===== src/hw/dtps_params.svh =====
`ifndef DTPS_PARAMS_SVH
`define DTPS_PARAMS_SVH

// ----------------------------------------
// Clocks and sample timing
// ----------------------------------------
`define DTPS_CLK_HZ        40000000
`define DTPS_CRYSTAL_HZ    9830400
`define DTPS_PRESCALE      4
`define DTPS_EVENT_COUNTS  256
`define DTPS_COUNTER_MAX   8'hFF

// ----------------------------------------
// Durations
// ----------------------------------------
`define DTPS_TONE_MS       50
`define DTPS_GAP_MS        50
`define DTPS_MS_PER_S      1000
`define DTPS_WARM_SAMPLES  12288

// ----------------------------------------
// Tone frequencies in Hz
// ----------------------------------------
`define DTPS_LOW0_HZ       697
`define DTPS_LOW1_HZ       770
`define DTPS_LOW2_HZ       852
`define DTPS_LOW3_HZ       941
`define DTPS_HIGH0_HZ      1209
`define DTPS_HIGH1_HZ      1335
`define DTPS_HIGH2_HZ      1477
`define DTPS_HIGH3_HZ      1633

// ----------------------------------------
// Table, phase and PWM levels
// ----------------------------------------
`define DTPS_TABLE_SIZE    256
`define DTPS_PHASE_FRAC    8
`define DTPS_SINE_AMP      255.0
`define DTPS_WIDTH_MID     10'h200
`define DTPS_WIDTH_ZERO    10'h000
`define DTPS_PWM_MAX       10'h3FF

// ----------------------------------------
// Digit codes
// ----------------------------------------
`define DTPS_TERM_CODE     8'h10
`define DTPS_CODE_STAR     4'hE
`define DTPS_CODE_HASH     4'hF
`define DTPS_CODE_ZERO     4'h0
`define DTPS_CODE_A        4'hA

`endif


===== src/hw/dtps_pkg.sv =====
package dtps_pkg;
  typedef enum logic [2:0] {
    sWarm,
    sFetch,
    sTone,
    sGap,
    sDone
  } dtps_state_e;
  typedef logic [9:0] dtps_width_t;
  typedef logic [7:0] dtps_code_t;
endpackage


===== src/hw/dtps_stream_if.sv =====
`timescale 1ns/10ps
`default_nettype none
interface dtps_stream_if #(parameter int W = 8);
  logic [W-1:0] data;
  logic         valid;
  logic         ready;
  modport source (output data, output valid, input ready);
  modport sink   (input data, input valid, output ready);
endinterface
`default_nettype wire


===== src/hw/dtps_fifo.sv =====
`timescale 1ns/10ps
`default_nettype none
module dtps_fifo
  import dtps_pkg::*;
#(
  parameter int WIDTH = 8,
  parameter int DEPTH = 16
)
(
  input wire logic     clk,
  input wire logic     sys_rst,
  input wire logic     ce,
  dtps_stream_if.sink   inPort,
  dtps_stream_if.source outPort
);
  localparam int AW = $clog2(DEPTH);
  localparam logic [AW:0] FULL_CNT = (AW + 1)'(DEPTH);

  if (DEPTH < 2 || (1 << AW) != DEPTH)
  begin : gCheck
    $error("dtps_fifo: DEPTH must be a power of two of at least 2");
  end

  logic [WIDTH-1:0] mem [DEPTH];
  logic [AW-1:0]    wrPtrReg;
  logic [AW-1:0]    rdPtrReg;
  logic [AW:0]      countReg;
  logic             notFullReg;
  logic             doWrite;
  logic             doRead;
  logic [AW:0]      count_next;

  assign doWrite = inPort.valid & notFullReg & ce;
  assign doRead  = outPort.ready & (countReg != '0) & ce;
  assign count_next = countReg + (AW + 1)'(doWrite) - (AW + 1)'(doRead);

  assign inPort.ready  = notFullReg;
  assign outPort.valid = (countReg != '0);
  assign outPort.data  = mem[rdPtrReg];

  always_ff @(posedge clk)
  begin
    if (doWrite)
      mem[wrPtrReg] <= inPort.data;
  end

  always_ff @(posedge clk)
  begin
    if (sys_rst)
    begin
      wrPtrReg <= '0;
      rdPtrReg <= '0;
      countReg <= '0;
      notFullReg <= 1'b1;
    end
    else if (ce)
    begin
      if (doWrite)
        wrPtrReg <= wrPtrReg + 1'b1;
      if (doRead)
        rdPtrReg <= rdPtrReg + 1'b1;
      countReg <= count_next;
      notFullReg <= (count_next != FULL_CNT);
    end
  end
endmodule
`default_nettype wire


===== src/hw/dtps_synth.sv =====
`timescale 1ns/10ps
`default_nettype none
`include "dtps_params.svh"

module dtps_synth
  import dtps_pkg::*;
#(
  parameter int CRYSTAL_HZ   = `DTPS_CRYSTAL_HZ,
  parameter int CLK_HZ       = `DTPS_CLK_HZ,
  parameter int PWM_CHANNEL  = 1,
  parameter int FIFO_DEPTH   = 16,
  parameter int SAMPLE_HZ    = CRYSTAL_HZ / (`DTPS_PRESCALE * `DTPS_EVENT_COUNTS),
  parameter int TONE_SAMPLES = (`DTPS_TONE_MS * SAMPLE_HZ + `DTPS_MS_PER_S - 1)
                               / `DTPS_MS_PER_S,
  parameter int GAP_SAMPLES  = (`DTPS_GAP_MS * SAMPLE_HZ + `DTPS_MS_PER_S - 1)
                               / `DTPS_MS_PER_S,
  parameter int WARM_SAMPLES = `DTPS_WARM_SAMPLES
)
(
  input  wire logic       clk,
  input  wire logic       sys_rst,
  input  wire logic       ce,
  input  wire logic [7:0] digitData,
  input  wire logic       digitValid,
  output logic            digitReady,
  output logic            pwmOut1,
  output logic            pwmOut2,
  output logic            toneActive,
  output logic            dialDone
);
  // ----------------------------------------
  // Derived constants
  // ----------------------------------------
  localparam int PHASE_W   = 8 + `DTPS_PHASE_FRAC;
  localparam int WARM_STEP = (WARM_SAMPLES >= int'(`DTPS_WIDTH_MID))
                             ? WARM_SAMPLES / int'(`DTPS_WIDTH_MID) : 1;
  // Short warm-ups climb in coarser steps so the ramp still lands on mid
  localparam int WARM_INC  = (WARM_SAMPLES >= int'(`DTPS_WIDTH_MID)) ? 1
                             : int'(`DTPS_WIDTH_MID) / ((WARM_SAMPLES > 0) ? WARM_SAMPLES : 1);
  localparam int TMR_MAX   = (TONE_SAMPLES > GAP_SAMPLES) ? TONE_SAMPLES : GAP_SAMPLES;
  localparam int TMR_W     = $clog2(TMR_MAX + 1) + 1;
  localparam int NCO_MOD   = CLK_HZ * `DTPS_PRESCALE;
  localparam logic [31:0] NCO_STEP = 32'(CRYSTAL_HZ);
  localparam logic [31:0] NCO_WRAP = 32'(NCO_MOD);

  if (PWM_CHANNEL != 1 && PWM_CHANNEL != 2)
  begin : gChanCheck
    $error("dtps_synth: PWM_CHANNEL must be 1 or 2");
  end
  if (CRYSTAL_HZ > NCO_MOD || TONE_SAMPLES < 1 || GAP_SAMPLES < 1 || WARM_SAMPLES < 1
      || (int'(`DTPS_WIDTH_MID) % WARM_INC) != 0)
  begin : gRateCheck
    $error("dtps_synth: clock, crystal or duration values unusable");
  end

  // Step is 256*f/fs scaled by 2^frac; 64-bit to avoid overflow
  function automatic logic [PHASE_W-1:0] phaseStep(input longint freqHz);
    longint num;
    longint den;
    num = freqHz * `DTPS_TABLE_SIZE * `DTPS_PRESCALE * `DTPS_EVENT_COUNTS;
    num = num << `DTPS_PHASE_FRAC;
    den = longint'(CRYSTAL_HZ);
    return PHASE_W'((num + den / 2) / den);
  endfunction

  function automatic dtps_width_t sineValue(input int idx);
    real ang;
    ang = 2.0 * 3.14159265358979 * real'(idx) / real'(`DTPS_TABLE_SIZE);
    return 10'($rtoi(real'(`DTPS_WIDTH_MID) + `DTPS_SINE_AMP * $sin(ang) + 0.5));
  endfunction

  // ----------------------------------------
  // Step tables for both groups
  // ----------------------------------------
  // four low and four high frequencies
  // rounded steps with 8 fraction bits
  // rounding error far below 1.5 percent
  localparam logic [PHASE_W-1:0] LOW_STEP [4] = '{
    phaseStep(`DTPS_LOW0_HZ), phaseStep(`DTPS_LOW1_HZ),
    phaseStep(`DTPS_LOW2_HZ), phaseStep(`DTPS_LOW3_HZ)};
  localparam logic [PHASE_W-1:0] HIGH_STEP [4] = '{
    phaseStep(`DTPS_HIGH0_HZ), phaseStep(`DTPS_HIGH1_HZ),
    phaseStep(`DTPS_HIGH2_HZ), phaseStep(`DTPS_HIGH3_HZ)};

  // ----------------------------------------
  // Sine table
  // ----------------------------------------
  // one full period in 256 entries
  dtps_width_t sineRom [`DTPS_TABLE_SIZE];
  for (genvar g = 0; g < `DTPS_TABLE_SIZE; g++)
  begin : gRom
    assign sineRom[g] = sineValue(g);
  end

  // ----------------------------------------
  // Digit FIFO
  // ----------------------------------------
  dtps_stream_if #(.W(8)) inIf ();
  dtps_stream_if #(.W(8)) outIf ();

  logic popDigit;

  assign inIf.data   = digitData;
  assign inIf.valid  = digitValid;
  assign digitReady  = inIf.ready;
  assign outIf.ready = popDigit;

  dtps_fifo #(
    .WIDTH (8),
    .DEPTH (FIFO_DEPTH)
  ) uFifo (
    .clk     (clk),
    .sys_rst (sys_rst),
    .ce      (ce),
    .inPort  (inIf),
    .outPort (outIf)
  );

  // ----------------------------------------
  // Sample event generation
  // ----------------------------------------
  logic [31:0] ncoReg;
  logic [32:0] ncoSum;
  logic        countTick;
  logic [7:0]  eventCountReg;
  logic        sampleTickReg;

  // fractional divider tracks any crystal value up to four times the clock
  assign ncoSum    = {1'b0, ncoReg} + {1'b0, NCO_STEP};
  assign countTick = (ncoSum >= {1'b0, NCO_WRAP});

  always_ff @(posedge clk)
  begin
    if (sys_rst)
      ncoReg <= '0;
    else if (ce)
      ncoReg <= countTick ? 32'(ncoSum - {1'b0, NCO_WRAP}) : ncoSum[31:0];
  end

  // event on every 256th crystal/4 count
  always_ff @(posedge clk)
  begin
    if (sys_rst)
    begin
      eventCountReg <= '0;
      sampleTickReg <= 1'b0;
    end
    else if (ce)
    begin
      sampleTickReg <= countTick && (eventCountReg == `DTPS_COUNTER_MAX);
      if (countTick)
        eventCountReg <= eventCountReg + 1'b1;
    end
  end

  // ----------------------------------------
  // Digit decode
  // ----------------------------------------
  logic [1:0] rowSel;
  logic [1:0] colSel;
  logic [3:0] codeNib;

  assign codeNib = outIf.data[3:0];

  // code order 0-9, A-D, star, hash
  always_comb
  begin
    rowSel = 2'd3;
    colSel = 2'd1;
    if (codeNib == `DTPS_CODE_ZERO)
    begin
      rowSel = 2'd3;
      colSel = 2'd1;
    end
    else if (codeNib < `DTPS_CODE_A)
    begin
      rowSel = 2'((codeNib - 4'd1) / 4'd3);
      colSel = 2'((codeNib - 4'd1) % 4'd3);
    end
    else if (codeNib < `DTPS_CODE_STAR)
    begin
      rowSel = 2'(codeNib - `DTPS_CODE_A);
      colSel = 2'd3;
    end
    else
    begin
      rowSel = 2'd3;
      colSel = (codeNib == `DTPS_CODE_HASH) ? 2'd2 : 2'd0;
    end
  end

  // ----------------------------------------
  // Dial sequencer
  // ----------------------------------------
  dtps_state_e        stateReg;
  logic [TMR_W-1:0]   timerReg;
  logic [15:0]        warmCntReg;
  logic [PHASE_W-1:0] lowStepReg;
  logic [PHASE_W-1:0] highStepReg;
  dtps_width_t        widthReg;
  logic               codeValid;
  logic               codeTerm;

  assign codeTerm  = (outIf.data == `DTPS_TERM_CODE);
  assign codeValid = (outIf.data < `DTPS_TERM_CODE);
  // Unknown codes above the terminator are dropped silently
  assign popDigit  = (stateReg == sFetch) && outIf.valid && ce;

  always_ff @(posedge clk)
  begin
    if (sys_rst)
    begin
      stateReg    <= sWarm;
      timerReg    <= '0;
      warmCntReg  <= '0;
      lowStepReg  <= '0;
      highStepReg <= '0;
    end
    else if (ce)
    begin
      unique case (stateReg)
        sWarm:
        begin
          if (sampleTickReg)
          begin
            if (warmCntReg == 16'(WARM_STEP - 1))
              warmCntReg <= '0;
            else
              warmCntReg <= warmCntReg + 1'b1;
          end
          if (widthReg == `DTPS_WIDTH_MID)
            stateReg <= sFetch;
        end
        sFetch:
        begin
          if (outIf.valid)
          begin
            if (codeTerm)
              stateReg <= sDone;
            else if (codeValid)
            begin
              // one low and one high step per key
              lowStepReg  <= LOW_STEP[rowSel];
              highStepReg <= HIGH_STEP[colSel];
              timerReg    <= TMR_W'(TONE_SAMPLES);
              stateReg    <= sTone;
            end
          end
        end
        sTone:
        begin
          if (sampleTickReg)
          begin
            if (timerReg == TMR_W'(1))
            begin
              timerReg <= TMR_W'(GAP_SAMPLES);
              stateReg <= sGap;
            end
            else
              timerReg <= timerReg - 1'b1;
          end
        end
        sGap:
        begin
          if (sampleTickReg)
          begin
            if (timerReg == TMR_W'(1))
              stateReg <= sFetch;
            else
              timerReg <= timerReg - 1'b1;
          end
        end
        sDone:
          stateReg <= sDone;
      endcase
    end
  end

  // ----------------------------------------
  // Phase accumulators
  // ----------------------------------------
  logic [PHASE_W-1:0] lowPhaseReg;
  logic [PHASE_W-1:0] highPhaseReg;

  // top 8 bits index, wrap modulo 256
  always_ff @(posedge clk)
  begin
    if (sys_rst)
    begin
      lowPhaseReg  <= '0;
      highPhaseReg <= '0;
    end
    else if (ce)
    begin
      if (stateReg != sTone)
      begin
        lowPhaseReg  <= '0;
        highPhaseReg <= '0;
      end
      else if (sampleTickReg)
      begin
        lowPhaseReg  <= lowPhaseReg + lowStepReg;
        highPhaseReg <= highPhaseReg + highStepReg;
      end
    end
  end

  // ----------------------------------------
  // Sample sum and width
  // ----------------------------------------
  dtps_width_t lowSample;
  dtps_width_t highSample;
  logic [10:0] sumWide;

  assign lowSample  = sineRom[lowPhaseReg[PHASE_W-1 -: 8]];
  assign highSample = sineRom[highPhaseReg[PHASE_W-1 -: 8]];
  // remove one mid offset, stays within 10 bits
  assign sumWide = {1'b0, lowSample} + {1'b0, highSample} - {1'b0, `DTPS_WIDTH_MID};

  always_ff @(posedge clk)
  begin
    if (sys_rst)
      widthReg <= `DTPS_WIDTH_ZERO;
    else if (ce)
    begin
      unique case (stateReg)
        // ramp 0 to 512 in warm-up
        sWarm:
          if (sampleTickReg && warmCntReg == 16'(WARM_STEP - 1)
              && widthReg != `DTPS_WIDTH_MID)
            widthReg <= widthReg + 10'(WARM_INC);
        // new width on every sample event
        sTone:
          if (sampleTickReg)
            widthReg <= sumWide[9:0];
        // mid level between and after digits
        default:
          widthReg <= `DTPS_WIDTH_MID;
      endcase
    end
  end

  // ----------------------------------------
  // PWM output
  // ----------------------------------------
  logic [9:0]  pwmCntReg;
  dtps_width_t dutyReg;
  logic        pwmLevel;

  // fixed 1024-clock period, duty reloaded at wrap
  // Reload at wrap avoids a torn pulse mid-period
  always_ff @(posedge clk)
  begin
    if (sys_rst)
    begin
      pwmCntReg <= '0;
      dutyReg   <= `DTPS_WIDTH_ZERO;
    end
    else if (ce)
    begin
      pwmCntReg <= pwmCntReg + 1'b1;
      if (pwmCntReg == `DTPS_PWM_MAX)
        dutyReg <= widthReg;
    end
  end

  assign pwmLevel = (pwmCntReg < dutyReg);

  always_ff @(posedge clk)
  begin
    if (sys_rst)
    begin
      pwmOut1 <= 1'b0;
      pwmOut2 <= 1'b0;
    end
    else if (ce)
    begin
      pwmOut1 <= (PWM_CHANNEL == 1) ? pwmLevel : 1'b0;
      pwmOut2 <= (PWM_CHANNEL == 2) ? pwmLevel : 1'b0;
    end
  end

  // ----------------------------------------
  // Status outputs
  // ----------------------------------------
  always_ff @(posedge clk)
  begin
    if (sys_rst)
    begin
      toneActive <= 1'b0;
      dialDone   <= 1'b0;
    end
    else if (ce)
    begin
      toneActive <= (stateReg == sTone);
      dialDone   <= (stateReg == sDone);
    end
  end
endmodule
`default_nettype wire

===== config.mk =====
export PLATFORM = sky130hd
export DESIGN_NAME = dtps_synth
export DESIGN_NICKNAME = d
export VERILOG_FILES = /design/src/hw/dtps_pkg.sv /design/src/hw/dtps_stream_if.sv /design/src/hw/dtps_fifo.sv /design/src/hw/dtps_synth.sv
export VERILOG_INCLUDE_DIRS = /design/src /design/src/hw
export SDC_FILE = /design/constraint.sdc
export NUM_CORES = 1
export LEC_CHECK = 0
export BUFFER_PORTS_ARGS = -buffer_cell sky130_fd_sc_hd__buf_2
export CAP_MARGIN = 20
export CORE_MARGIN = 3
export CORE_UTILIZATION = 45
export DETAILED_ROUTE_END_ITERATION = 8
export PLACE_DENSITY_LB_ADDON = 0.15
export RECOVER_POWER = 50
export SYNTH_ARGS = -nofsm -noshare
export SYNTH_HDL_FRONTEND = slang
export SYNTH_SLANG_ARGS = --single-unit

===== constraint.sdc =====
create_clock -name clk -period 5.4 [get_ports clk]
set_clock_uncertainty 0.05 [all_clocks]
set_input_delay 1.08 -clock clk [delete_from_list [all_inputs] [get_ports clk]]
set_output_delay 1.08 -clock clk [all_outputs]
set_load 0.01 [all_outputs]

* After elaboration in Yosys (flattened, before gate mapping)
Memories as Yosys holds them, arrays and structs flattened. A register that Yosys moved wholly into a read port is not among the register bits.
Cells that the tools add are included.
** Operators by class
- Add/subtract/negate cells :: 17
- $mul :: 0
- Div/mod/pow operators :: 2
- Order comparisons :: 9
- Equal/unequal tests :: 25
- Shift operators :: 0
- Muxes and demuxes :: 47
- Bitwise logic cells :: 9
- Reduce and logical (&&, ||, !) cells :: 20
** Operator list (count)
- 16-bit 2-to-1 mux :: 9
- 10-bit 2-to-1 mux :: 13
- 16-bit binary-select mux with 2-bit select :: 2
- 32-bit by 24-bit adder with 33-bit output, second input constant :: 1
- 33-bit by 28-bit greater-or-equal comparator with 1-bit output, second input constant :: 1
- 16-bit adder :: 2
- 32-bit 2-to-1 mux :: 1
- 32-bit by 28-bit subtractor with 32-bit output, second input constant :: 1
- 10-bit one-hot mux with 3 select lines :: 1
- 3-bit 2-to-1 mux :: 8
- 10-bit by 1-bit adder with 10-bit output, second input constant :: 2
- 10-bit == test, second input constant :: 2
- 2-bit inequality test, second input constant :: 10
- 10-bit one-hot mux with 2 select lines :: 1
- 9-bit greater-or-equal comparator, second input constant :: 2
- 8-bit NOT with 9-bit output :: 2
- 16-bit by 1-bit adder with 16-bit output, second input constant :: 1
- 16-bit by 5-bit == test with 1-bit output, second input constant :: 1
- 8-bit AND reduction :: 2
- 3-bit one-hot mux with 5 select lines :: 1
- 2-bit 2-to-1 mux :: 7
- 10-bit adder :: 1
- 10-bit by 1-bit == test with 1-bit output, second input constant :: 1
- 10-bit less-than comparator :: 1
- other kinds (37) :: 56
** Storage, ports and cells
- Flip-flop bits (word level) :: 181
- Bits in latches :: 0
- Memory bits (writable) :: 128
- ROM bits :: 5120
- Output and inout bits :: 5
- Word-level logic and storage cells :: 152
- Memories kept :: 3
** Memory list
- (name not given) :: depth 256, bits a word 10, rd ports 1, clocked after Yosys merged registers in 0, wr ports 0, RTL line dtps_synth.sv:316 : assign highSample = sineRom[highPhaseReg[PHASE_W-1 -: 8]];
- (name not given) :: depth 256, bits a word 10, rd ports 1, clocked after Yosys merged registers in 0, wr ports 0, RTL line dtps_synth.sv:315 : assign lowSample = sineRom[lowPhaseReg[PHASE_W-1 -: 8]];
- uFifo.mem :: depth 16, bits a word 8, rd ports 1, clocked after Yosys merged registers in 1, wr ports 1, RTL line dtps_fifo.sv:24 : logic [WIDTH-1:0] mem [DEPTH];

* Depth between registers and ports, before layout
Gate-level depths: netlist of the first run.
- Depth in word-level cells :: 9
- Depth in mapped cells :: 27

* Hierarchy
From an unflattened synthesis of the first run, not the netlist that was laid out.
** Second synthesis, totals
- Cells, all modules :: 2191
- Area, all modules :: 19317.3 sq um
** Modules (own cells, without submodules)
- dtps_synth :: instances 1, cells an instance 1894, area each 13376.6 sq um, seq. area each 2862.7 sq um
- dtps_fifo :: instances 1, cells an instance 297, area each 5940.7 sq um, seq. area each 4204.0 sq um

* Worst setup path after synthesis of the first run
No wires, ideal clock.
- Path type :: reg-to-reg
- Start :: register lowPhaseReg[9]
- End :: register widthReg[9]
- Data arrival time :: 4413 ps
- Required time :: 5213 ps
- Setup slack :: 800 ps
- Stages on the path, launching flop included :: 24
- Path buffers :: 2
- Clock period less this slack :: 4600 ps
- Path through :: dfxtp_1 -> clkbuf_1 -> inv_1 -> ha_1 -> clkbuf_1 -> nand2_1 -> o21ai_0 -> o21ai_0 -> a211oi_1 -> a21oi_1 -> mux4_2 -> ha_1 -> inv_1 -> fa_1 -> nor2b_1 -> o21ai_0 -> a21boi_0 -> o21ai_0 -> nand2b_1 -> a21o_1 -> a21oi_1 -> xnor2_1 -> a21oi_1 -> a31oi_1
** Between the ends
- Word-level cells in the longest chain between the ends :: 8
** Ends and longest elaborated chain
- from (decl) :: RTL line dtps_synth.sv:282 : logic [PHASE_W-1:0] lowPhaseReg;
- from (signal assigned) :: RTL line dtps_synth.sv:302 : lowPhaseReg <= lowPhaseReg + lowStepReg;
- 8-bit NOT with 9-bit output (implied by the code) :: RTL line dtps_synth.sv:315
- memory read 256 x 10 bit
- 10-bit 2-to-1 mux (implied by the code) (2 in a row) :: RTL line dtps_synth.sv:315
- 10-bit adder :: RTL line dtps_synth.sv:318 : assign sumWide = {1'b0, lowSample} + {1'b0, highSample} - {1'b0, `DTPS_WIDTH_MID};
- 10-bit subtractor :: RTL line dtps_synth.sv:318
- 10-bit 2-to-1 mux :: RTL line dtps_synth.sv:334 : if (sampleTickReg)
- 10-bit one-hot mux with 2 select lines :: RTL line dtps_synth.sv:326 : unique case (stateReg)
- to (signal assigned) :: RTL line dtps_synth.sv:323 : widthReg <= `DTPS_WIDTH_ZERO;
- to (signal assigned) :: RTL line dtps_synth.sv:335 : widthReg <= sumWide[9:0];
- to (signal assigned) :: RTL line dtps_synth.sv:338 : widthReg <= `DTPS_WIDTH_MID;
- to (decl) :: RTL line dtps_synth.sv:200 : dtps_width_t widthReg;
Every way passes these cells. The select of a mux whose other input is x is not followed.
A chain may end at the register's enable or synchronous reset.

==> metrics.yaml, run 1 <==
hold_viol_final: 0
num_vias: 16400
clkTransAtPathRegs_ps: 60
io_pins: 17
drt_iter0_drc: 1633
htree_levels: 2
slew_viol_final: 36
ys.flop_type: "dfxtp_1"
power_w: 0.00652
clk_latency_ps: 520
drc_errors: 0
relSlewSlack_pct: -8.48
outcome: "finished with violations"
wl_per_cell_um: 19.1
die_w_um: 212
syn_area_sq_um: 19100
cts_setup_buffers: 0
setup_slack_ps: 429
ys_seq_area_share_pct: 37.0
synth_top_area_share_pct: 20.1
ys_ff_latch: 289
vias_per_cell: 6.09
violations: "capacitance limit, slew limit"
peakVddDrop_v: 0.000333
ant_nets: 0
die_h_um: 212
path_cells: "mux4_1 -> a22o_1 -> a221oi_2 -> ha_1 -> nor3b_1 -> a41oi_1 -> inv_1 -> ha_1 -> inv_1 -> ha_1 -> o21ai_2 -> xnor2_1 -> ha_1 -> a31oi_4 -> mux2_4 -> o221a_2 -> ha_1 -> mux2i_1 -> nor2_1"
overflow: 0
grt_max_degree: 90
nets: 2272
fin_crit_sh_pct: 92.1
tightest_slew_ps: 1630
drive_gt1_share_pct: 8.16
switchingPower_w: 0.00198
power_density_nw_per_um2: 312
rsz0062_at_grt: "false"
cts_resized: 0
p_seq_share_pct: 39.7
yosys-top-cells-area: "edfxtp_1 20%, dfxtp_1 17%, ha_1 7.4%"
setup_viol: 0
grt_pass1_wl_mm: 83.6
rows: 74
antenna_found_initial: 1
dp_hpwl_mm: 36.0
crit_path_frequent_cell: "ha_1"
holdCritPathClass: "flop to flop"
cp-end-kind: "flop"
routabilityCongestion: 0.959
cts.sinks: 289
combPwrFrac_pct: 23.2
cellLeakagePower_nw: 7.76
cp.required_ps: 5720
cts_root_buffer: "clkbuf_16"
num-fill-cells: 3886
synthCells: 2183
slowest_stage: "dfxtp_2"
cts_buffers: 35
fin_tns_setup_ps: 0
path_class: "flop to flop"
synth_edf_count: 128
initial_utilization_pct: 46.2
cp_max_fo: 19
syn_to_final_growth_pct: 9.43
dieArea_sq_um: 45000
cts_tree: "built"
crit_path_max_incr_delay_ps: 730
yosys.cell_types.count: 94
yosys-top-cells-count: "276 x nor2_1, 187 x a21oi_1, 172 x nand2_1, 161 x dfxtp_1, 143 x o21ai_0"
avgSynthCellArea_sq_um: 8.75
fp.coreArea_sq_um: 41400
p_sw_share_pct: 30.4
first_global_vias: 15200
drt_first_pass_iters: 6
cts_buffer_depth: 3
yosys_warnings: 0
clkPwrFrac_pct: 37.1
synth_top_cell_by_area: "edfxtp_1"
maxCapViolCount: 1
dpl_worst_slack_ps: 414
regArea_sq_um: 7080
grt_use_total_pct: 22.7
ctsHoldBuffers: 0
worst_hold_slack_ps: 418
max_freq_ghz: 0.201
yosysMostFrequentCell: "nor2_1"
worstSetupStartpointType: "flop"
synth_nets: 2312
fin_crit_ps: 4970
p_int_w: 0.00454
worstPathArrival_ps: 5300
routed_wl_mm: 51.7
multiInputGateArea_sq_um: 11100
async_reset_ff_share_pct: 0
portBuffers: 15
[registers in the layout, summed over array words and instances (netlist names), 9 cells and up, named ones only]
register      flops
ncoReg           21
widthReg         10
pwmCntReg        10
timerReg         10
lowPhaseReg      16
lowStepReg        9
highStepReg      10
dutyReg          10
uFifo.mem       128
highPhaseReg     16
warmCntReg       16
[final cells by class]
| type | count | area share (%) |
|---|---|---|
| clock buffers | 49 | 4.83 |
| clock inverters | 14 | 0.910 |
| diodes | 1 | 0.0120 |
| multi-input cells | 1655 | 53.1 |
| inverters | 83 | 1.49 |
| well taps | 532 | 3.18 |
| repair buffers | 79 | 2.63 |
| flip-flops and latches | 289 | 33.8 |
[worst max-delay path: cells and delay by family (launching register included)]
kind                       cells  cell delay (ps)
muxes                          3             1110
buffers and inverters          2              130
and+or+nand+nor                2              140
DFF                            1              730
adders and majority gates      5             1210
xor gates and xnor gates       1              150
AOI/OAI and AO/OA              6             1280
[path summary, 6_finish.rpt]
kind                                       to               startpoint  slack (ps)  cells past startpoint
hold reg to reg       toneActive$_SDFFE_PP0P_  toneActive$_SDFFE_PP0P_         420                      2
setup reg to reg  highStepReg[2]$_SDFFE_PP0P_                     flop         430                     19
setup / recovery  highStepReg[2]$_SDFFE_PP0P_                     flop         430                     19
hold / removal        toneActive$_SDFFE_PP0P_  toneActive$_SDFFE_PP0P_         420                      2
[power groups by stage]
stage                     sequential, W  combinational (W)  clock (W)
after floorplan                 0.00255            0.00123          0
after global placement          0.00262            0.00149          0
after detailed placement        0.00263            0.00150          0
after CTS                       0.00259            0.00152    0.00248
after global routing            0.00261            0.00170    0.00258
final                           0.00259            0.00151    0.00242
[kinds of logic after synthesis]
family / after synthesis / synth area share, %
AO/OA/AOI/OAI: 664 / 22.8
XOR/XNOR: 110 / 5.04
multiplexers: 70 / 5.92
buffers and inverters: 239 / 4.94
AND/OR/NAND/NOR: 692 / 16.4
other: 1 / 0.0196
adder cells (fa/ha/maj): 118 / 7.87
flip-flops: 289 / 37.0
[cells in the final DEF (no fill, tap or decap), types with 8 or more instances in the layout]
master,synthesis,final
a211oi_1,60,60
a21boi_0,8,8
a21o_1,31,31
a21oi_1,187,187
a221oi_1,13,13
a22o_1,11,11
a22oi_1,25,25
a311oi_1,19,19
a31o_2,8,8
a31oi_1,28,28
and2_1,12,12
and3_1,18,18
buf_4,3,54
clkbuf_1,117,28
clkbuf_16,0,36
dfxtp_1,161,153
dfxtp_2,0,8
edfxtp_1,128,128
ha_1,113,113
inv_1,78,78
mux2i_1,32,32
mux4_1,11,11
mux4_2,19,19
nand2_1,172,172
nand2b_1,25,25
nand3_1,50,50
nand4_1,14,14
nor2_1,276,276
nor2b_1,16,16
nor3_1,58,58
o211ai_1,26,26
o21a_1,11,11
o21ai_0,143,145
o22ai_1,14,14
or3_1,11,11
xnor2_1,46,46
xor2_1,64,64
[stage by stage]
step | cells | cell area, sq um | util, %
finish | 2702 | 20900 | 50.5
global route | 2702 | 20900 | 50.5
CTS | 2701 | 21000 | 50.6
detailed placement | 2638 | 19800 | 47.7
global placement | 2638 | 19800 | 47.7
floorplan | 2183 | 19100 | -
[metal layers]
layer | up-vias | routed length [um] | GRT usage (%) | part of all wire [%]
li1 | 7946 | - | - | -
met4 | 0 | 1220 | 6.44 | 2.4
met2 | 548 | 23700 | 36.4 | 46
met1 | 7859 | 23700 | 32.3 | 46
met3 | 90 | 3050 | 3.01 | 5.9
met5 | - | 0 | 0 | 0
(Power assumes the default switching activity.)
==> inputs of run 2 (changes only) <==
- clock period: 5.4 -> 5.8 ns (I/O delays scaled with it)
==> metrics.yaml, run 2 (synthesis results as in run 1) <==
cts_buffer_depth: 3  # unchanged
dp.cells: 2619  # -0.72%
p_sw_share_pct: 31.2  # +0.81 points
hold_path_depth: 2  # unchanged
die_w_um: 212  # unchanged
overflow: 0  # unchanged
slew_viol_final: 97  # +170%
slowest_stage: "mux4_2"
cp-end-kind: "flop"
power_w: 0.00599  # -8.1%
p_seq_share_pct: 40.0  # +0.3 points
grt_pass1_wl_mm: 83.6  # about the same
cp.required_ps: 6050  # +330 ps
r2r_setup_slack_ps: 570  # +140 ps
routed_wl_mm: 51.6  # -0.22%
place_area_sq_um: 19600  # -0.91%
drt_first_pass_iters: 6  # unchanged
clkTransAtPathRegs_ps: 60  # about the same
syn_to_final_growth_pct: 8.26
ctsHoldBuffers: 0  # unchanged
switchingPower_w: 0.00187  # -5.7%
htree_levels: 2  # unchanged
stdcell_count: 2680  # -0.81%
portBuffers: 15  # unchanged
cp_max_fo: 13  # -6
layout_commonest_cell: "nor2_1"
clkPwrFrac_pct: 36.2  # -0.9 points
worstSetupStartpointType: "flop"
tightest_slew_ps: 2840  # +1210 ps
power_density_nw_per_um2: 290  # -7.1%
diodes: 0  # -1
drc_errors: 0  # unchanged
holdCritPathClass: "flop to flop"
path_class: "flop to flop"
cts_setup_buffers: 0  # unchanged
io_pins: 17  # unchanged
fin_tns_setup_ps: 0  # unchanged
clk_latency_ps: 550  # +30 ps
rows: 74  # unchanged
first_global_vias: 15500  # +1.4%
fin_crit_ps: 5230  # +261 ps
drive_gt1_share_pct: 7.45  # -0.71 points
crit_path_max_incr_delay_ps: 510  # -220 ps
drt_iter0_drc: 1763  # +8.0%
nets: 2253  # -0.84%
cellLeakagePower_nw: 7.65  # -1.4%
maxCapViolCount: 2  # +1
fp.coreArea_sq_um: 41400  # unchanged
max_freq_ghz: 0.191  # -5.0%
peakVddDrop_v: 0.000253  # -24%
rsz0062_at_grt: "false"
setup_viol: 0  # unchanged
top_regs: "uFifo.mem (128), ncoReg (21)"
relSlewSlack_pct: -89.0  # -81 points
cp_num_buf_inv: 1  # -1
grt_max_degree: 90  # unchanged
vias_per_cell: 6.14  # +0.93%
fin_crit_sh_pct: 90.2  # -1.9 points
mostFrequentLayoutCells: "276 x nor2_1, 187 x a21oi_1, 172 x nand2_1"
crit_path_frequent_cell: "a21oi_1"
cts.sinks: 289  # unchanged
worstPathArrival_ps: 5480  # +180 ps
p_int_w: 0.00412  # -9.2%
outcome: "finished with violations"
hold_viol_final: 0  # unchanged
cts_resized: 0  # unchanged
path_cells: "clkinv_1 -> ha_1 -> nor3_1 -> a211oi_1 -> a211oi_1 -> a211oi_1 -> a31o_2 -> mux4_2 -> ha_1 -> ha_1 -> a21o_1 -> a21oi_1 -> o21ai_0 -> a21oi_1 -> o21bai_1 -> a21oi_1 -> xor2_1 -> nor2_1 -> o21ai_0 -> a21oi_1"
violations: "capacitance limit, slew limit"
largest_reg_flops: 128  # unchanged
dieArea_sq_um: 45000  # unchanged
grt_use_total_pct: 22.8  # +0.081 points
ant_nets: 0  # unchanged
die_h_um: 212  # unchanged
num-fill-cells: 3861  # -0.64%
crit_cells: 20  # +1
stdcell_area_sq_um: 20700  # -1.1%
antenna_found_initial: 1  # unchanged
cts_root_buffer: "clkbuf_16"
cts_buffers: 34  # -2.9%
num_vias: 16500  # +0.11%
wl_per_cell_um: 19.2  # +0.59%
dp_hpwl_mm: 35.5  # -1.5%
path_delay_family: "compound AO/OA/AOI/OAI gates"
top_register: "uFifo.mem"
cts_tree: "built"
initial_utilization_pct: 46.2  # unchanged
rr_worst_depth: 20  # +1
combPwrFrac_pct: 23.8  # +0.6 points
routabilityCongestion: 0.933  # -2.7%
==> run 2: path summary, 6_finish.rpt <==
kind	from	to
max	lowPhaseReg[8]$_SDFFE_PP0P_	widthReg[8]$_SDFFE_PP0P_
min	toneActive$_SDFFE_PP0P_	toneActive$_SDFFE_PP0P_
max reg2reg	lowPhaseReg[8]$_SDFFE_PP0P_	widthReg[8]$_SDFFE_PP0P_
min reg2reg	toneActive$_SDFFE_PP0P_	toneActive$_SDFFE_PP0P_
==> run 2: power by group through the flow <==
stage | sequential (W) | clock, W | combinational [W]
2_1_floorplan | 0.00237 | 0 | 0.00115
3_3_place_gp | 0.00243 | 0 | 0.00139
3_5_place_dp | 0.00244 | 0 | 0.00141
4_1_cts | 0.00239 | 0.00224 | 0.00142
5_1_grt | 0.00242 | 0.00231 | 0.00160
6_report | 0.00240 | 0.00217 | 0.00142
==> run 2: worst reg2reg max path: stages, from the launching register on <==
cell	delay, ps
dfxtp_1	320
clkinv_1	280
ha_1	490
nor3_1	390
a211oi_1	90
a211oi_1	260
a211oi_1	110
a31o_2	280
mux4_2	510
ha_1	340
ha_1	300
a21o_1	180
a21oi_1	210
o21ai_0	130
a21oi_1	270
o21bai_1	100
a21oi_1	210
xor2_1	170
nor2_1	60
o21ai_0	170
a21oi_1	80
==> run 2: area by class of cell <==
| type | count | area (sq um) | area share, % |
|---|---|---|---|
| clock buffers | 40 | 893 | 4.32 |
| inverters | 83 | 312 | 1.51 |
| flip-flops and latches | 289 | 7080 | 34.2 |
| multi-input cells | 1655 | 11100 | 53.7 |
| well taps | 532 | 666 | 3.22 |
| clock inverters | 20 | 248 | 1.20 |
| repair buffers | 61 | 383 | 1.85 |
==> run 2: routing by layer <==
layer  routed length (um)  global-route usage [%]  vias up
met2                23700                    36.7      587
met1                23200                    31.8     7866
met3                 3340                    3.56      105
met4                 1370                    6.93        2
li1                     -                       -     7901
met5                   13                       0        -
==> run 2: per-stage QoR <==
step | utilization [%] | worst slack [ps] | hold slack [ps]
2_1_floorplan | - | 1200 | 404
3_3_place_gp | 47.3 | 798 | 398
3_5_place_dp | 47.3 | 727 | 401
4_1_cts | 50.1 | 699 | 419
5_1_grt | 50.0 | 199 | 459
6_report | 50.0 | 568 | 421
==> inputs of run 3 (changes only) <==
- SYNTH_HIERARCHICAL: default -> 1
==> metrics.yaml, run 3 <==
power_w: 0.00503  # -16%
power_density_nw_per_um2: 244  # -16%
antenna_found_initial: 0  # -1
maxCapViolCount: 4  # +2
layout_commonest_cell: "nor2_1"
ys_ff_latch: 289  # unchanged
synth_edf_count: 128  # unchanged
p_int_w: 0.00360  # -13%
synth_top_cell_by_area: "edfxtp_1"
violations: "capacitance limit, slew limit"
cts_buffers: 30  # -12%
die_h_um: 213  # +0.53%
regArea_sq_um: 7080  # about the same
first_global_vias: 15300  # -0.87%
routabilityCongestion: 0.913  # -2.2%
cp.required_ps: 6190  # +140 ps
hold_path_depth: 2  # unchanged
path_class: "flop to flop"
synth_top_area_share_pct: 19.9  # -0.22 points
cts_tree: "built"
fin_tns_setup_ps: 0  # unchanged
rows: 75  # +1.4%
clk_latency_ps: 570  # +20 ps
drc_errors: 0  # unchanged
cts_buffer_depth: 3  # unchanged
top_regs: "uFifo/mem (128), ncoReg (21)"
holdCritPathClass: "flop to flop"
ys.flop_type: "dfxtp_1"
diodes: 0  # unchanged
p_sw_share_pct: 28.4  # -2.9 points
grt_pass1_wl_mm: 80.1  # -4.2%
avgSynthCellArea_sq_um: 8.82  # +0.73%
switchingPower_w: 0.00143  # -24%
dieArea_sq_um: 45500  # +1.1%
clkTransAtPathRegs_ps: 60  # about the same
syn_to_final_growth_pct: 6.72
cts_setup_buffers: 0  # unchanged
initial_utilization_pct: 45.8  # -0.32 points
drt_iter0_drc: 1350  # -23%
peakVddDrop_v: 0.000281  # +11%
htree_levels: 1  # -1
setup_slack_ps: 627  # +59.3 ps
portBuffers: 15  # unchanged
dp_hpwl_mm: 33.3  # -6.1%
grt_use_total_pct: 21.4  # -1.4 points
multiInputGateArea_sq_um: 11200  # +1.3%
drt_first_pass_iters: 5  # -1
fp.coreArea_sq_um: 42100  # +1.8%
slew_viol_final: 66  # -32%
r2r_setup_slack_ps: 630  # +60 ps
p_seq_share_pct: 45.7  # +5.7 points
clkPwrFrac_pct: 36.8  # +0.6 points
vias_per_cell: 6.08  # -1.1%
relSlewSlack_pct: -47.6  # +41 points
drive_gt1_share_pct: 6.29  # -1.2 points
cellLeakagePower_nw: 7.45  # -2.6%
crit_path_max_incr_delay_ps: 660  # +150 ps
top_register: "uFifo/mem"
path_cells: "mux4_1 -> mux4_2 -> inv_1 -> ha_1 -> nor2b_1 -> a32oi_1 -> inv_1 -> ha_1 -> inv_1 -> ha_1 -> o21a_1 -> xnor2_1 -> ha_1 -> nor2_1 -> mux2i_1 -> a21oi_1 -> inv_1 -> ha_1 -> nor2_1 -> a21oi_1 -> nor2_1"
wl_per_cell_um: 18.4  # -4.3%
rr_worst_depth: 21  # +5.0%
synthCells: 2191  # +0.37%
mostFrequentLayoutCells: "285 x nor2_1, 195 x nand2_1, 178 x a21oi_1"
dpl_worst_slack_ps: 642  # -85.1 ps
die_w_um: 213  # +0.53%
nets: 2236  # -0.75%
routed_wl_mm: 49.2  # -4.6%
crit_path_frequent_cell: "ha_1"
worstHoldEndpoint: "highStepReg[7]$_SDFFE_PP0P_"
tightest_slew_ps: 2210  # -622 ps
io_pins: 17  # unchanged
slowest_stage: "dfxtp_2"
fin_crit_sh_pct: 89.2  # -1.0 points
cts.sinks: 289  # unchanged
cp_max_fo: 17  # +4
reg2reg_to: "highStepReg[2]$_SDFFE_PP0P_"
grt_max_degree: 76  # -16%
min-delay-start: "highStepReg[7]$_SDFFE_PP0P_"
final_core_util_pct: 48.9  # -1.0 points
async_reset_ff_share_pct: 0  # unchanged
yosys-top-cells-count: "285 x nor2_1, 195 x nand2_1, 178 x a21oi_1, 161 x dfxtp_1, 148 x o21ai_0"
worstPathArrival_ps: 5570  # +90 ps
ctsHoldBuffers: 0  # unchanged
yosys_warnings: 6  # +6
setup_viol: 0  # unchanged
place_area_sq_um: 19700  # +0.66%
yosys.cell_types.count: 94  # unchanged
fin_crit_ps: 5170  # -59.3 ps
overflow: 0  # unchanged
combPwrFrac_pct: 17.4  # -6.4 points
ys_seq_area_share_pct: 36.6  # -0.40 points
num-fill-cells: 4003  # +3.7%
rsz0062_at_grt: "false"
outcome: "finished with violations"
hold_viol_final: 0  # unchanged
cts_resized: 0  # unchanged
synth_nets: 2319  # +0.30%
stdcell_area_sq_um: 20600  # -0.33%
yosysMostFrequentCell: "nor2_1"
cp-end-kind: "flop"
largest_reg_flops: 128  # unchanged
cts_root_buffer: "clkbuf_16"
yosys-top-cells-area: "edfxtp_1 20%, dfxtp_1 17%, ha_1 7.3%"
worstSetupStartpointType: "flop"
ant_nets: 0  # unchanged
max_freq_ghz: 0.193  # +1.1%
syn_area_sq_um: 19300  # +1.1%
num_vias: 16200  # -1.4%
[run 3: area by class of cell]
class	instances	area share, %
clock buffer	36	3.75
multi-input combinational	1649	54.5
clock inverter	20	0.856
inverter	81	1.47
sequential	289	34.3
timing repair buffer	57	1.78
tap	539	3.27
[run 3: worst max path at each step]
stage / start / endpoint / slack, ps
global route: flop / highStepReg[2]$_SDFFE_PP0P_ / 260
floorplan: highPhaseReg[9]$_SDFFE_PP0P_ / widthReg[9]$_SDFFE_PP0P_ / 1140
global placement: flop / highStepReg[2]$_SDFFE_PP0P_ / 760
detailed placement: flop / highStepReg[2]$_SDFFE_PP0P_ / 640
CTS: flop / highStepReg[2]$_SDFFE_PP0P_ / 630
finish: flop / highStepReg[2]$_SDFFE_PP0P_ / 630
[run 3: layer usage]
metal  part of all wire (%)  global-route usage, %
met1                     45                   29.3
met3                    5.0                   2.37
met4                    2.7                   6.93
met2                     47                   35.7
met5                      0                      0
[run 3: cell families (layout without fill, tap and decap cells)]
group,Yosys count,after routing,synth area share (%)
xor gates and xnor gates,103,103,4.74
DFF,289,289,36.6
muxes,80,80,7.76
buffers and inverters,253,194,5.25
and+or+nand+nor,713,713,16.7
other,1,1,0.0194
AOI/OAI and AO/OA,635,635,21.2
adders and majority gates,117,117,7.72
[run 3: stage by stage]
step	instances	hold WS [ps]
finish	2671	414
global route	2671	442
CTS	2669	415
detailed placement	2613	403
global placement	2613	396
floorplan	2191	386
[run 3: power groups by stage]
stage                     Clock, W  Combinational [W]  Sequential [W]
after floorplan                  0           0.000744         0.00230
after CTS                  0.00192           0.000880         0.00230
after global routing       0.00199           0.000986         0.00231
after global placement           0           0.000853         0.00234
after detailed placement         0           0.000875         0.00234
final                      0.00185           0.000877         0.00230
[run 3: critical path: cells and delay by family, from the launching register on]
family	cells	cell delay (ps)
buffers and inverters	4	330
AO/OA/AOI/OAI	4	840
multiplexers	3	1330
adder cells (fa/ha/maj)	5	1050
XOR/XNOR	1	140
AND/OR/NAND/NOR	4	630
flip-flops	1	660
